--- src/rtl/serial_port_defs.vh ---
// Register offsets, field positions, reset values and timing counts
`ifndef SERIAL_PORT_DEFS_VH
`define SERIAL_PORT_DEFS_VH
// Byte offsets on the register bus
`define OFS_STATUS_ONE 8'h16
`define OFS_DATA_BUFFER 8'h18
`define OFS_CONTROL_ONE 8'h13
`define OFS_CONTROL_TWO 8'h20
`define OFS_CONTROL_THREE 8'h24
// Control one fields
`define C1_MODULE_EN 5
`define C1_NINE_BIT 4
`define C1_WAKE_ADDR 3
`define C1_PARITY_EN 1
`define C1_PARITY_ODD 0
// Control two fields
`define C2_TXE_IE 7
`define C2_TXD_IE 6
`define C2_RXF_IE 5
`define C2_IDLE_IE 4
`define C2_TX_ON 3
`define C2_RX_ON 2
`define C2_STANDBY 1
`define C2_BREAK 0
// Control three fields
`define C3_RX9 7
`define C3_TX9 6
`define C3_RX_XFER 5
`define C3_TX_XFER 4
`define C3_OR_IE 3
`define C3_NF_IE 2
`define C3_FE_IE 1
`define C3_PE_IE 0
// Status one fields
`define S1_TXE 7
`define S1_TXD 6
`define S1_RXF 5
`define S1_IDLE 4
`define S1_OR 3
`define S1_NF 2
`define S1_FE 1
`define S1_PE 0
// Reset values
`define RST_CONTROL 8'h00
`define RST_STATUS_ONE 8'hc0
// Bit time in system clocks (oversampled by 16)
`define BIT_CLKS 16'd16
`define SAMPLE_MID 16'd8
`endif

--- src/rtl/shift_counter.v ---
// Bit timer and bit counter used by the transmitter; the receiver keeps its own timer
`timescale 1ns/10ps
module shift_counter #(
  parameter WIDTH = 16
) (
  input wire sys_clk_i,
  input wire rst_n_i,
  input wire restart_i,
  input wire [WIDTH-1:0] period_i,
  output reg tick_o,
  output reg [3:0] bits_o
);
  reg [WIDTH-1:0] count;
  always @(posedge sys_clk_i) begin
    if (!rst_n_i || restart_i) begin
      // Restart arrives a cycle late, so the first bit starts at one
      count <= {{(WIDTH-1){1'b0}}, 1'b1};
      tick_o <= 1'b0;
      bits_o <= 4'h0;
    end else if (count == period_i - 1'b1) begin
      count <= {WIDTH{1'b0}};
      tick_o <= 1'b1;
      bits_o <= bits_o + 4'h1;
    end else begin
      count <= count + 1'b1;
      tick_o <= 1'b0;
    end
  end
endmodule // shift_counter

--- src/rtl/serial_port_control_status.v ---
// Serial port transmit, receive, flag and register logic
`timescale 1ns/10ps
`include "serial_port_defs.vh"
module serial_port_control_status (
  input wire sys_clk_i,
  input wire rst_n_i,
  input wire wb_cyc_i,
  input wire wb_stb_i,
  input wire wb_we_i,
  input wire [7:0] wb_adr_i,
  input wire [7:0] wb_dat_i,
  output reg [7:0] wb_dat_o,
  output reg wb_ack_o,
  input wire rx_line_i,
  output reg tx_line_o,
  output wire tx_line_oe_o,
  output wire tx_irq_o,
  output wire rx_irq_o,
  output wire err_irq_o
);
  localparam TX_IDLE = 4'b0001;
  localparam TX_PRE = 4'b0010;
  localparam TX_DATA = 4'b0100;
  localparam TX_BRK = 4'b1000;
  // ==========================================================
  // Registers
  reg [7:0] control_one;
  reg [7:0] control_two;
  reg [5:0] control_three;
  reg tx_ninth_bit;
  reg rx_ninth_bit;
  reg [7:0] tx_hold;
  reg [7:0] rx_hold;
  reg tx_empty_flag, rx_full_flag, idle_flag, overrun_flag;
  reg noise_flag, framing_error_flag, parity_error_flag;
  reg [7:0] seen;
  wire module_enable = control_one[`C1_MODULE_EN];
  wire nine = control_one[`C1_NINE_BIT];
  wire transmitter_on = control_two[`C2_TX_ON];
  wire receiver_on = control_two[`C2_RX_ON];
  wire receiver_standby = control_two[`C2_STANDBY];
  wire send_break_ctl = control_two[`C2_BREAK];
  wire [3:0] frame_bits = nine ? 4'd11 : 4'd10;
  // ==========================================================
  // Bus slave
  wire req = wb_cyc_i && wb_stb_i && !wb_ack_o;
  wire wr = req && wb_we_i;
  wire rd = req && !wb_we_i;
  wire st_rd = rd && wb_adr_i == `OFS_STATUS_ONE;
  wire dat_rd = rd && wb_adr_i == `OFS_DATA_BUFFER;
  wire dat_wr = wr && wb_adr_i == `OFS_DATA_BUFFER;
  wire tx_done_flag;
  wire [7:0] status_one = {tx_empty_flag, tx_done_flag, rx_full_flag,
    idle_flag, overrun_flag, noise_flag, framing_error_flag,
    parity_error_flag};
  always @(posedge sys_clk_i) begin
    if (!rst_n_i) begin
      wb_ack_o <= 1'b0;
      wb_dat_o <= 8'h00;
    end else begin
      wb_ack_o <= req;
      if (rd) begin
        case (wb_adr_i)
          `OFS_STATUS_ONE: wb_dat_o <= status_one;
          `OFS_DATA_BUFFER: wb_dat_o <= rx_hold;
          `OFS_CONTROL_ONE: wb_dat_o <= control_one;
          `OFS_CONTROL_TWO: wb_dat_o <= control_two;
          `OFS_CONTROL_THREE:
            wb_dat_o <= {rx_ninth_bit, tx_ninth_bit, control_three};
          default: wb_dat_o <= 8'h00;
        endcase
      end
    end
  end
  // ==========================================================
  // Input synchroniser
  reg rx_meta, rx_sync;
  always @(posedge sys_clk_i) begin
    if (!rst_n_i) begin
      rx_meta <= 1'b1;
      rx_sync <= 1'b1;
    end else begin
      rx_meta <= rx_line_i;
      rx_sync <= rx_meta;
    end
  end
  // ==========================================================
  // Transmitter
  reg [3:0] tx_state;
  reg [10:0] tx_shift;
  reg tx_restart;
  reg idle_queued, break_latched;
  reg te_prev;
  reg break_end_one;
  wire tx_tick;
  wire [3:0] tx_bits;
  shift_counter #(.WIDTH(16)) tx_timer (
    .sys_clk_i(sys_clk_i),
    .rst_n_i(rst_n_i),
    .restart_i(tx_restart),
    .period_i(`BIT_CLKS),
    .tick_o(tx_tick),
    .bits_o(tx_bits)
  );
  wire frame_end = tx_tick && tx_bits == frame_bits;
  wire te_rise = transmitter_on && !te_prev;
  // Done is combinational so it drops the cycle work is queued
  assign tx_done_flag = tx_empty_flag && tx_state == TX_IDLE &&
    !(transmitter_on && (!tx_empty_flag || send_break_ctl ||
    idle_queued || te_rise));
  assign tx_line_oe_o = module_enable &&
    (transmitter_on || tx_state != TX_IDLE);
  always @(posedge sys_clk_i) begin
    if (!rst_n_i) begin
      tx_state <= TX_IDLE;
      tx_shift <= 11'h7ff;
      tx_line_o <= 1'b1;
      tx_restart <= 1'b1;
      tx_empty_flag <= 1'b1;
      idle_queued <= 1'b0;
      break_latched <= 1'b0;
      te_prev <= 1'b0;
    end else begin
      te_prev <= transmitter_on;
      tx_restart <= 1'b0;
      if (te_rise && tx_state != TX_IDLE)
        idle_queued <= 1'b1;
      if (send_break_ctl)
        break_latched <= 1'b1;
      if (dat_wr && seen[`S1_TXE])
        tx_empty_flag <= 1'b0;
      if (!module_enable)
        tx_empty_flag <= 1'b1;
      case (tx_state)
        TX_IDLE: begin
          tx_line_o <= 1'b1;
          tx_restart <= 1'b1;
          // Start on the next cycle, well inside 1.5 bit times
          if (transmitter_on && module_enable) begin
            if (break_latched || send_break_ctl) begin
              tx_state <= TX_BRK;
              break_latched <= 1'b0;
              tx_line_o <= 1'b0;
              tx_restart <= 1'b0;
            end else if (te_rise || idle_queued) begin
              tx_state <= TX_PRE;
              idle_queued <= 1'b0;
              tx_restart <= 1'b0;
            end else if (!tx_empty_flag) begin
              tx_state <= TX_DATA;
              tx_shift <= {1'b1, tx_ninth_bit, tx_hold, 1'b0};
              if (!nine)
                tx_shift <= {2'b11, tx_hold, 1'b0};
              tx_empty_flag <= 1'b1;
              tx_line_o <= 1'b0;
              tx_restart <= 1'b0;
            end
          end
        end
        TX_PRE: begin
          tx_line_o <= 1'b1;
          if (frame_end) begin
            tx_state <= TX_IDLE;
            tx_restart <= 1'b1;
          end
        end
        TX_DATA: begin
          if (tx_tick)
            tx_shift <= {1'b1, tx_shift[10:1]};
          tx_line_o <= tx_tick ? tx_shift[1] : tx_shift[0];
          if (frame_end) begin
            tx_state <= TX_IDLE;
            tx_line_o <= 1'b1;
            tx_restart <= 1'b1;
          end
        end
        TX_BRK: begin
          tx_line_o <= 1'b0;
          if (frame_end) begin
            // Held break goes straight into the next one
            if (send_break_ctl) begin
              tx_restart <= 1'b1;
              break_latched <= 1'b0;
            end else begin
              tx_state <= TX_PRE;
              tx_line_o <= 1'b1;
              tx_restart <= 1'b1;
              idle_queued <= 1'b0;
            end
          end
        end
        default: tx_state <= TX_IDLE;
      endcase
      // Trailing one after a break is one bit, not a full preamble
      if (tx_state == TX_PRE && tx_tick && break_end_one)
        tx_state <= TX_IDLE;
    end
  end
  always @(posedge sys_clk_i) begin
    if (!rst_n_i)
      break_end_one <= 1'b0;
    else if (tx_state == TX_BRK && frame_end && !send_break_ctl)
      break_end_one <= 1'b1;
    else if (tx_state != TX_PRE)
      break_end_one <= 1'b0;
  end
  // ==========================================================
  // Receiver
  reg [2:0] rx_phase;
  reg [10:0] rx_shift;
  reg [3:0] rx_count;
  reg [15:0] rx_timer;
  reg [8:0] ones_count;
  reg idle_armed;
  reg [2:0] votes;
  reg noisy;
  wire rx_active = rx_phase != 3'b001;
  wire mid = rx_timer == `SAMPLE_MID;
  always @(posedge sys_clk_i) begin
    if (!rst_n_i) begin
      rx_phase <= 3'b001;
      rx_shift <= 11'h000;
      rx_count <= 4'h0;
      rx_timer <= 16'h0000;
      votes <= 3'b111;
      noisy <= 1'b0;
    end else if (!receiver_on || !module_enable) begin
      rx_phase <= 3'b001;
      rx_timer <= 16'h0000;
    end else begin
      votes <= {votes[1:0], rx_sync};
      if (!rx_active) begin
        if (!rx_sync) begin
          rx_phase <= 3'b010;
          rx_timer <= 16'h0000;
          rx_count <= 4'h0;
          noisy <= 1'b0;
        end
      end else begin
        rx_timer <= (rx_timer == `BIT_CLKS - 16'd1) ? 16'h0000 :
          rx_timer + 16'd1;
        if (mid) begin
          // Disagreeing samples around mid-bit count as noise
          if (!(votes == 3'b000 || votes == 3'b111))
            noisy <= 1'b1;
          rx_shift <= {rx_sync, rx_shift[10:1]};
          rx_count <= rx_count + 4'h1;
          if (rx_count == 4'h0 && rx_sync)
            rx_phase <= 3'b001;
          else if (rx_count == frame_bits - 4'h1)
            rx_phase <= 3'b100;
        end
        if (rx_phase == 3'b100)
          rx_phase <= 3'b001;
      end
    end
  end
  wire rx_done = rx_phase == 3'b100;
  wire [8:0] rx_word = nine ? rx_shift[9:1] : {1'b0, rx_shift[10:3]};
  wire [7:0] rx_byte = nine ? rx_shift[8:1] : rx_shift[9:2];
  wire rx_stop = rx_shift[10];
  wire par_bit = rx_shift[9];
  wire par_calc = nine ? ^rx_shift[8:1] : ^rx_shift[8:2];
  wire par_bad = control_one[`C1_PARITY_EN] &&
    ((par_calc ^ par_bit ^ control_one[`C1_PARITY_ODD]) != 1'b0);
  wire rx_msb = rx_shift[9];
  // Quiet is a whole frame of high bit times, counted in clocks
  wire [8:0] quiet_clks = {1'b0, frame_bits, 4'h0};
  wire quiet_now = ones_count == quiet_clks;
  // Wake on the moment the line turns quiet, not while it stays so
  wire quiet_hit = receiver_on && rx_sync && !rx_active &&
    ones_count == quiet_clks - 9'h001;
  // ==========================================================
  // Flags and clearing sequence
  always @(posedge sys_clk_i) begin
    if (!rst_n_i)
      seen <= 8'h00;
    else if (st_rd)
      seen <= status_one;
    else if (dat_rd || dat_wr)
      seen <= 8'h00;
  end
  wire clr_rx = dat_rd;
  always @(posedge sys_clk_i) begin
    if (!rst_n_i) begin
      rx_full_flag <= 1'b0;
      idle_flag <= 1'b0;
      overrun_flag <= 1'b0;
      noise_flag <= 1'b0;
      framing_error_flag <= 1'b0;
      parity_error_flag <= 1'b0;
      ones_count <= 9'h000;
      idle_armed <= 1'b0;
      rx_ninth_bit <= rx_ninth_bit;
      rx_hold <= rx_hold;
    end else begin
      // Set wins over a clear in the same cycle
      if (clr_rx && seen[`S1_RXF]) rx_full_flag <= 1'b0;
      if (clr_rx && seen[`S1_IDLE]) idle_flag <= 1'b0;
      if (clr_rx && seen[`S1_OR]) overrun_flag <= 1'b0;
      if (clr_rx && seen[`S1_NF]) noise_flag <= 1'b0;
      if (clr_rx && seen[`S1_FE]) framing_error_flag <= 1'b0;
      if (clr_rx && seen[`S1_PE]) parity_error_flag <= 1'b0;
      if (clr_rx && seen[`S1_IDLE]) idle_armed <= 1'b0;
      if (receiver_on && rx_sync && !rx_active) begin
        if (!quiet_now)
          ones_count <= ones_count + 9'h001;
      end else
        ones_count <= 9'h000;
      if (quiet_now && idle_armed && receiver_on) begin
        idle_flag <= 1'b1;
        idle_armed <= 1'b0;
      end
      if (rx_done) begin
        if (rx_full_flag && !(clr_rx && seen[`S1_RXF]))
          overrun_flag <= 1'b1;
        else begin
          rx_hold <= rx_byte;
          rx_ninth_bit <= nine ? rx_word[8] : rx_byte[7];
          rx_full_flag <= 1'b1;
          idle_armed <= 1'b1;
          if (noisy) noise_flag <= 1'b1;
          if (!rx_stop) framing_error_flag <= 1'b1;
          if (par_bad) parity_error_flag <= 1'b1;
        end
      end
    end
  end
  // ==========================================================
  // Control registers
  always @(posedge sys_clk_i) begin
    if (!rst_n_i) begin
      control_one <= `RST_CONTROL;
      control_two <= `RST_CONTROL;
      control_three <= 6'h00;
    end else begin
      if (wr && wb_adr_i == `OFS_CONTROL_ONE)
        control_one <= wb_dat_i;
      if (wr && wb_adr_i == `OFS_CONTROL_TWO)
        control_two <= wb_dat_i;
      if (wr && wb_adr_i == `OFS_CONTROL_THREE)
        control_three <= wb_dat_i[5:0];
      // Hardware wake beats a software write in the same cycle
      if (receiver_standby && (control_one[`C1_WAKE_ADDR] ?
          (rx_done && rx_msb) : quiet_hit))
        control_two[`C2_STANDBY] <= 1'b0;
    end
  end
  always @(posedge sys_clk_i) begin
    if (wr && wb_adr_i == `OFS_CONTROL_THREE)
      tx_ninth_bit <= wb_dat_i[`C3_TX9];
    if (dat_wr)
      tx_hold <= wb_dat_i;
  end
  // ==========================================================
  // Interrupt requests
  assign tx_irq_o = module_enable &&
    ((tx_empty_flag && control_two[`C2_TXE_IE]) ||
    (tx_done_flag && control_two[`C2_TXD_IE]));
  assign rx_irq_o = !receiver_standby &&
    ((rx_full_flag && control_two[`C2_RXF_IE]) ||
    (idle_flag && control_two[`C2_IDLE_IE]));
  assign err_irq_o = (overrun_flag && control_three[`C3_OR_IE]) ||
    (noise_flag && control_three[`C3_NF_IE]) ||
    (framing_error_flag && control_three[`C3_FE_IE]) ||
    (parity_error_flag && control_three[`C3_PE_IE]);
endmodule // serial_port_control_status

--- config.mk ---
export PLATFORM = sky130hd
export DESIGN_NAME = serial_port_control_status
export DESIGN_NICKNAME = d
export VERILOG_FILES = /design/src/rtl/shift_counter.v /design/src/rtl/serial_port_control_status.v
export VERILOG_INCLUDE_DIRS = /design/src /design/src/rtl
export SDC_FILE = /design/constraint.sdc
export NUM_CORES = 1
export LEC_CHECK = 0
export BUFFER_PORTS_ARGS = -buffer_cell sky130_fd_sc_hd__buf_4
export CAP_MARGIN = 20
export CELL_PAD_IN_SITES_DETAIL_PLACEMENT = 0
export CELL_PAD_IN_SITES_GLOBAL_PLACEMENT = 1
export CORE_MARGIN = 8
export CORE_UTILIZATION = 50
export CTS_BUF_LIST = sky130_fd_sc_hd__clkbuf_8
export DETAILED_ROUTE_END_ITERATION = 7
export GPL_ROUTABILITY_DRIVEN = 0
export PLACE_DENSITY = 0.91
export SLEW_MARGIN = 10
export SYNTH_ARGS = -nofsm -noshare
export SYNTH_HDL_FRONTEND = slang
export SYNTH_SLANG_ARGS = --single-unit
export TNS_END_PERCENT = 20
--- constraint.sdc ---
create_clock -name sys_clk_i -period 5.55 [get_ports sys_clk_i]
set_input_delay 0.2775 -clock sys_clk_i [delete_from_list [all_inputs] [get_ports sys_clk_i]]
set_output_delay 0.2775 -clock sys_clk_i [all_outputs]
set_load 0.005 [all_outputs]
# [Yosys cells after proc, flatten, opt, wreduce, memory -nomap -nowiden]
# Cells that the tools add are included.
[totals] register_bits=156 out_inout_bits=14 elab_cells=287
[op_classes] add_sub_neg=7 n_eq_ne=35 n_mux=101 bitwise=5 n_reduce_logical=99
[op_table] cell="1-bit two-way mux" n=66
[op_table] cell="11-bit two-way mux" n=5
[op_table] cell="1-bit logical AND" n=49
[op_table] cell="16-bit by 4-bit equality test with 1-bit output, second input constant" n=3
[op_table] cell="16-bit two-way mux" n=3
[op_table] cell="4-bit two-way mux" n=10
[op_table] cell="8-bit one-hot mux with 5 select lines" n=1
[op_table] cell="16-bit by 1-bit adder with 16-bit output, second input constant" n=2
[op_table] cell="8-bit by 5-bit equality test with 1-bit output, second input constant" n=3
[op_table] cell="8-bit two-way mux" n=3
[op_table] cell="11-bit one-hot mux with 2 select lines" n=1
[op_table] cell="3-bit two-way mux" n=6
[op_table] cell="8-bit by 6-bit equality test with 1-bit output, second input constant" n=2
[op_table] cell="1-bit logical OR" n=15
[op_table] cell="1-bit logical NOT" n=12
[op_table] cell="2-bit inequality test, second input constant" n=6
[op_table] cell="4-bit one-hot mux with 3 select lines" n=1
[op_table] cell="3-bit AND reduction" n=4
[op_table] cell="10-bit two-way mux" n=1
[op_table] cell="2-bit by 1-bit inequality test with 1-bit output, second input constant" n=5
[op_table] cell="2-bit OR reduction" n=5
[op_table] cell="9-bit by 1-bit adder with 9-bit output, second input constant" n=1
[op_table] cell="9-bit by 8-bit equality test with 1-bit output" n=1
[op_table] cell="9-bit equality test" n=1
[op_table] cell="other kinds (27)" n=41

# [Depth between registers and ports, before layout]
[depth] depth_word=12 mapped_depth=8 mapped_depth_nobuf=7

# [Modules after synthesis]
# From an unflattened synthesis, not the netlist that was laid out.
[unflattened] cells_unflattened=862 hier_area_um2=7721.2
[modules_own_cells] module="serial_port_control_status" instances=1 cells_each=683 area_per_inst_um2=6283.5 seq_area_each_um2=2822.7
[modules_own_cells] module="shift_counter" instances=1 cells_each=179 area_per_inst_um2=1437.6 seq_area_each_um2=420.4

# [Least setup slack after synthesis]
# Ideal clock, no wire load.
[synth_timing] kind="input to register" start="in wb_adr_i[5]" end="reg rx_hold[0], enable pin" arrival_time_ns=2.103 t_required_ns=5.217 slack_ns=3.114 stages=6 n_path_buf=1 cell_sequence="or4b_2 -> and4b_1 -> clkbuf_1 -> a21boi_0 -> or2_2 -> inv_1"
[synth_via] elab_chain_cells=7
[synth_rtl] item="from (decl)" line="serial_port_control_status.v:10" text="input wire [7:0] wb_adr_i,"
[synth_rtl] item="8-bit by 5-bit equality test with 1-bit output"
[synth_rtl] item="1-bit logical AND (no line)"
[synth_rtl] item="1-bit logical AND" line="serial_port_control_status.v:315" text="if (rx_full_flag && !(clr_rx && seen[`S1_RXF]))"
[synth_rtl] item="1-bit logical NOT" line="serial_port_control_status.v:315"
[synth_rtl] item="1-bit logical AND" line="serial_port_control_status.v:315"
[synth_rtl] item="1-bit inverter (no line)"
[synth_rtl] item="3-bit AND reduction (no line)"
[synth_rtl] item="to (signal assigned)" line="serial_port_control_status.v:295" text="rx_hold <= rx_hold;"
[synth_rtl] item="to (signal assigned)" line="serial_port_control_status.v:318" text="rx_hold <= rx_byte;"
[synth_rtl] item="to (decl)" line="serial_port_control_status.v:33" text="reg [7:0] rx_hold;"
# No other way between the ends.
# A chain may end at the register's enable or synchronous reset.

# [Worst setup path in the final report]
[layout_timing] start="reg tx_state[0]" end="out tx_irq_o"
[layout_via] elab_chain_cells=6
[layout_rtl] item="from (decl)" line="serial_port_control_status.v:89" text="reg [3:0] tx_state;"
[layout_rtl] item="from (signal assigned)" line="serial_port_control_status.v:115" text="tx_state <= TX_IDLE;"
[layout_rtl] item="from (signal assigned)" line="serial_port_control_status.v:141" text="tx_state <= TX_BRK;"
[layout_rtl] item="from (signal assigned)" line="serial_port_control_status.v:146" text="tx_state <= TX_PRE;"
[layout_rtl] item="4-bit by 1-bit equality test with 1-bit output" line="serial_port_control_status.v:108" text="assign tx_done_flag = tx_empty_flag && tx_state == TX_IDLE &&"
[layout_rtl] item="1-bit logical AND (2 in a row)" line="serial_port_control_status.v:108"
[layout_rtl] item="1-bit logical AND" line="serial_port_control_status.v:359" text="(tx_done_flag && control_two[`C2_TXD_IE]));"
[layout_rtl] item="1-bit logical OR" line="serial_port_control_status.v:358" text="((tx_empty_flag && control_two[`C2_TXE_IE]) ||"
[layout_rtl] item="1-bit logical AND" line="serial_port_control_status.v:357" text="assign tx_irq_o = module_enable &&"
[layout_rtl] item="to (decl)" line="serial_port_control_status.v:17" text="output wire tx_irq_o,"
# No other way between the ends.

==> metrics.cfg <==
[outcome]
outcome = finished clean

[power_and_ir_drop]
power.density_nw_per_um2 = 253.3
ir_worst_vdd_uv = 143.8
power_uw = 1994
p_leak_uw = 0.002839

[global_route]
overflow = 0
grtUsageTotal_pct = 18.73
grt_pass1_wl_microns = 27500
grt_pass1_vias = 5716
antenna_found_initial = 0
grt_start_max_net_pins = 43

[detailed_routing]
drcViolationCount = 0
drt_iter0_drc = 470
ant_nets = 0
avgViaCountPerCell = 5.835
dr.pass1.iters = 5
via_count = 5911
totalWireLength_microns = 16670
wl_per_cell_microns = 16.46

[critical_path]
cp_data_required_time_ps = 5270
crit_path_end_kind = output pin
cp.arrival_ps = 2320
cp_cell_sequence = nor4b_1 > and3_1 > a22oi_1 > nor2b_1 > buf_4
rr_endpoint = tx_shift[9]
slowest_delay_ps = 740
worstSetupPathType = reg2out
reg2reg_depth = 5
worstPathMaxFanout = 9
path_buf_inv = 1
critPathTopFamily = simple AND/OR/NAND/NOR gates
critPathSlowestCell = nor4b_1
r2r_setup_slack_ps = 2970
cp-start-kind = register
timing.rr.start = tx_state[3]

[floorplan]
ioPinCount = 36
initial_core_util_pct = 50.86
core_sq_um = 13830
die-area_sq_um = 18110
rows = 43
die_x_microns = 134.6
die_h_microns = 134.6

[yosys]
synth_top_family_by_area = simple AND/OR/NAND/NOR gates
synth_flop_cell = dfxtp_1
muxShareOfSynthArea_pct = 5.996
synthXorXnorAreaFrac_pct = 4.253
yosysSeqAreaShare_pct = 46.12
async_reset_ff_share_pct = 0
syn_inst = 794
netlist-cell-type-count = 62
synth-adder-area-share_pct = 1.423
synth_simple_gate_area_share_pct = 24.25
synth_warnings = 0
ys_ff_latch = 153
syn_area_sq_um = 7032
synth_edf_count = 18
syn_avg_cell_area_sq_um = 8.856
syn_nets = 824
synth_compound_area_share_pct = 14.68

[min_path]
holdCritStartpoint = wb_dat_i[6]
min_to = tx_ninth_bit
min_path_type = in2reg
whs_path_depth = 1

[clocking]
cts_resized = 0
clockRootBuffer = clkbuf_8
cts_tree = built
postCtsSetupRepairBufs = 0
clk_path_buf_depth = 2
ctsHoldBuffers = 4
cts_made_buffers = 17
clkSinkCount = 153
clk_latency_ps = 460
ctsHtreeMaxLevel = 4
path_clk_slew_ps = 90

[timing]
timing.setup.tns_ps = 0
setup_violations = 0
fmax_mhz = 385.4
period_needed_ps = 2595
worst_pin_slew_ps = 859.7
fin_crit_sh_pct = 46.75
relSlewSlack_pct = 41.88
finClkSkew_ps = 17.24
rsz0062_at_grt = false
hold_viol = 0
final_max_slew_viol_count = 0

[finish]
final_nets = 850
n_fill_cell = 1234
drive_above_1_share_pct = 12.00
multi_input_area_sq_um = 3583
area_growth_pct = 11.98
antennaDiodeCount = 0
seq_area_sq_um = 3243

[flow_run]
cap_viol_max_count = 0

[place]
port_buffers = 35
hpwlAfterDp_microns = 11980

## worst register-to-register path, cell delays in order (launching register included)
cell and delay (ps):
dfxtp_1 410, or4b_2 800, nor3_1 450, o22ai_2 360
nor4b_1 330, o21ai_0 100
## report_power, final
part | internal, uW | switching, uW | total (uW)
combinational | 25.3 | 32.3 | 57.6
clock | 382 | 433 | 815
sequential | 1120 | 2.53 | 1120
total | 1530 | 468 | 1990
## placed cells by master, fill, tap and decap left out, types with 8 or more instances in the layout
master / count
a21oi_1: 60
a221oi_1: 8
a22o_1: 9
a22oi_1: 13
a31oi_1: 10
and2_1: 8
and3_1: 15
buf_4: 45
clkbuf_8: 19
dfxtp_1: 135
edfxtp_1: 18
ha_1: 8
inv_1: 18
mux2_2: 9
mux2i_1: 32
nand2_1: 100
nand3_1: 39
nand4_1: 11
nor2_1: 75
nor3_1: 12
o211ai_1: 10
o21ai_0: 35
or3_1: 14
xnor2_1: 13
xor2_1: 16
## per-stage QoR
step | cell area [sq um] | worst slack (ps) | instances | hold slack (ps) | utilization, %
floorplan | 7032 | 3114 | 794 | 376.4 | -
global placement | 7447 | 2954 | 977 | 400.3 | 53.86
detailed placement | 7447 | 2811 | 977 | 399.9 | 53.86
CTS | 7868 | 2781 | 1013 | 0.6648 | 56.90
global route | 7874 | 2662 | 1013 | 4.304 | 56.95
finish | 7874 | 2955 | 1013 | 37.23 | 56.95
## sequential cells by signal (all words and copies together) (netlist names), 3 cells and up
name and cells:
rx_timer 16, tx_timer.count 16, rx_shift 10, tx_shift 10, ones_count 9, control_one 8
control_two 8, rx_hold 8, tx_hold 8, wb_dat_o 8, seen 7, control_three 6
rx_count 4, tx_state 4, tx_timer.bits_o 4, rx_phase 3, votes 3
## worst max path at each step
stage,start,cells past startpoint,endpoint
floorplan,wb_adr_i[5],6,rx_hold[0]
global placement,wb_adr_i[5],6,tx_empty_flag
finish,tx_state[0],5,tx_irq_o
detailed placement,tx_state[3],5,tx_shift[9]
CTS,tx_state[3],5,tx_shift[9]
global route,tx_state[3],5,tx_shift[9]
## synthesized netlist by cell type, types with 13 or more instances
cell type	number	area share, %
a21oi_1	60	4.3
a22oi_1	13	1.4
and3_1	15	1.3
clkbuf_1	39	2.1
dfxtp_1	135	38
edfxtp_1	18	7.7
inv_1	17	0.91
mux2i_1	32	4.6
nand2_1	100	5.3
nand3_1	39	2.8
nor2_1	75	4.0
o21ai_0	35	2.5
or3_1	14	1.2
xnor2_1	13	1.6
xor2_1	16	2.0
## area by class of cell
class | instances | area share, %
Clock inverter | 13 | 1.510
Multi-Input combinational cell | 582 | 45.51
Timing Repair Buffer | 49 | 4.799
Sequential cell | 153 | 41.19
Inverter | 17 | 0.8104
Tap cell | 180 | 2.860
Clock buffer | 19 | 3.321
## kinds of logic after synthesis
logic type      after synthesis
compound gates              165
xor+xnor                     31
fa+ha+maj                     8
buf+inv                      59
flops                       153
mux                          41
simple gates                337
## routing by layer
metal	global-route usage, %	part of all wire, %	vias up
met5	0	0	-
met4	8.359	2.5	0
met3	5.015	4.9	30
met2	31.54	49	153
met1	21.88	43	2827
li1	-	-	2901
Power figures use the tool's default switching activity.
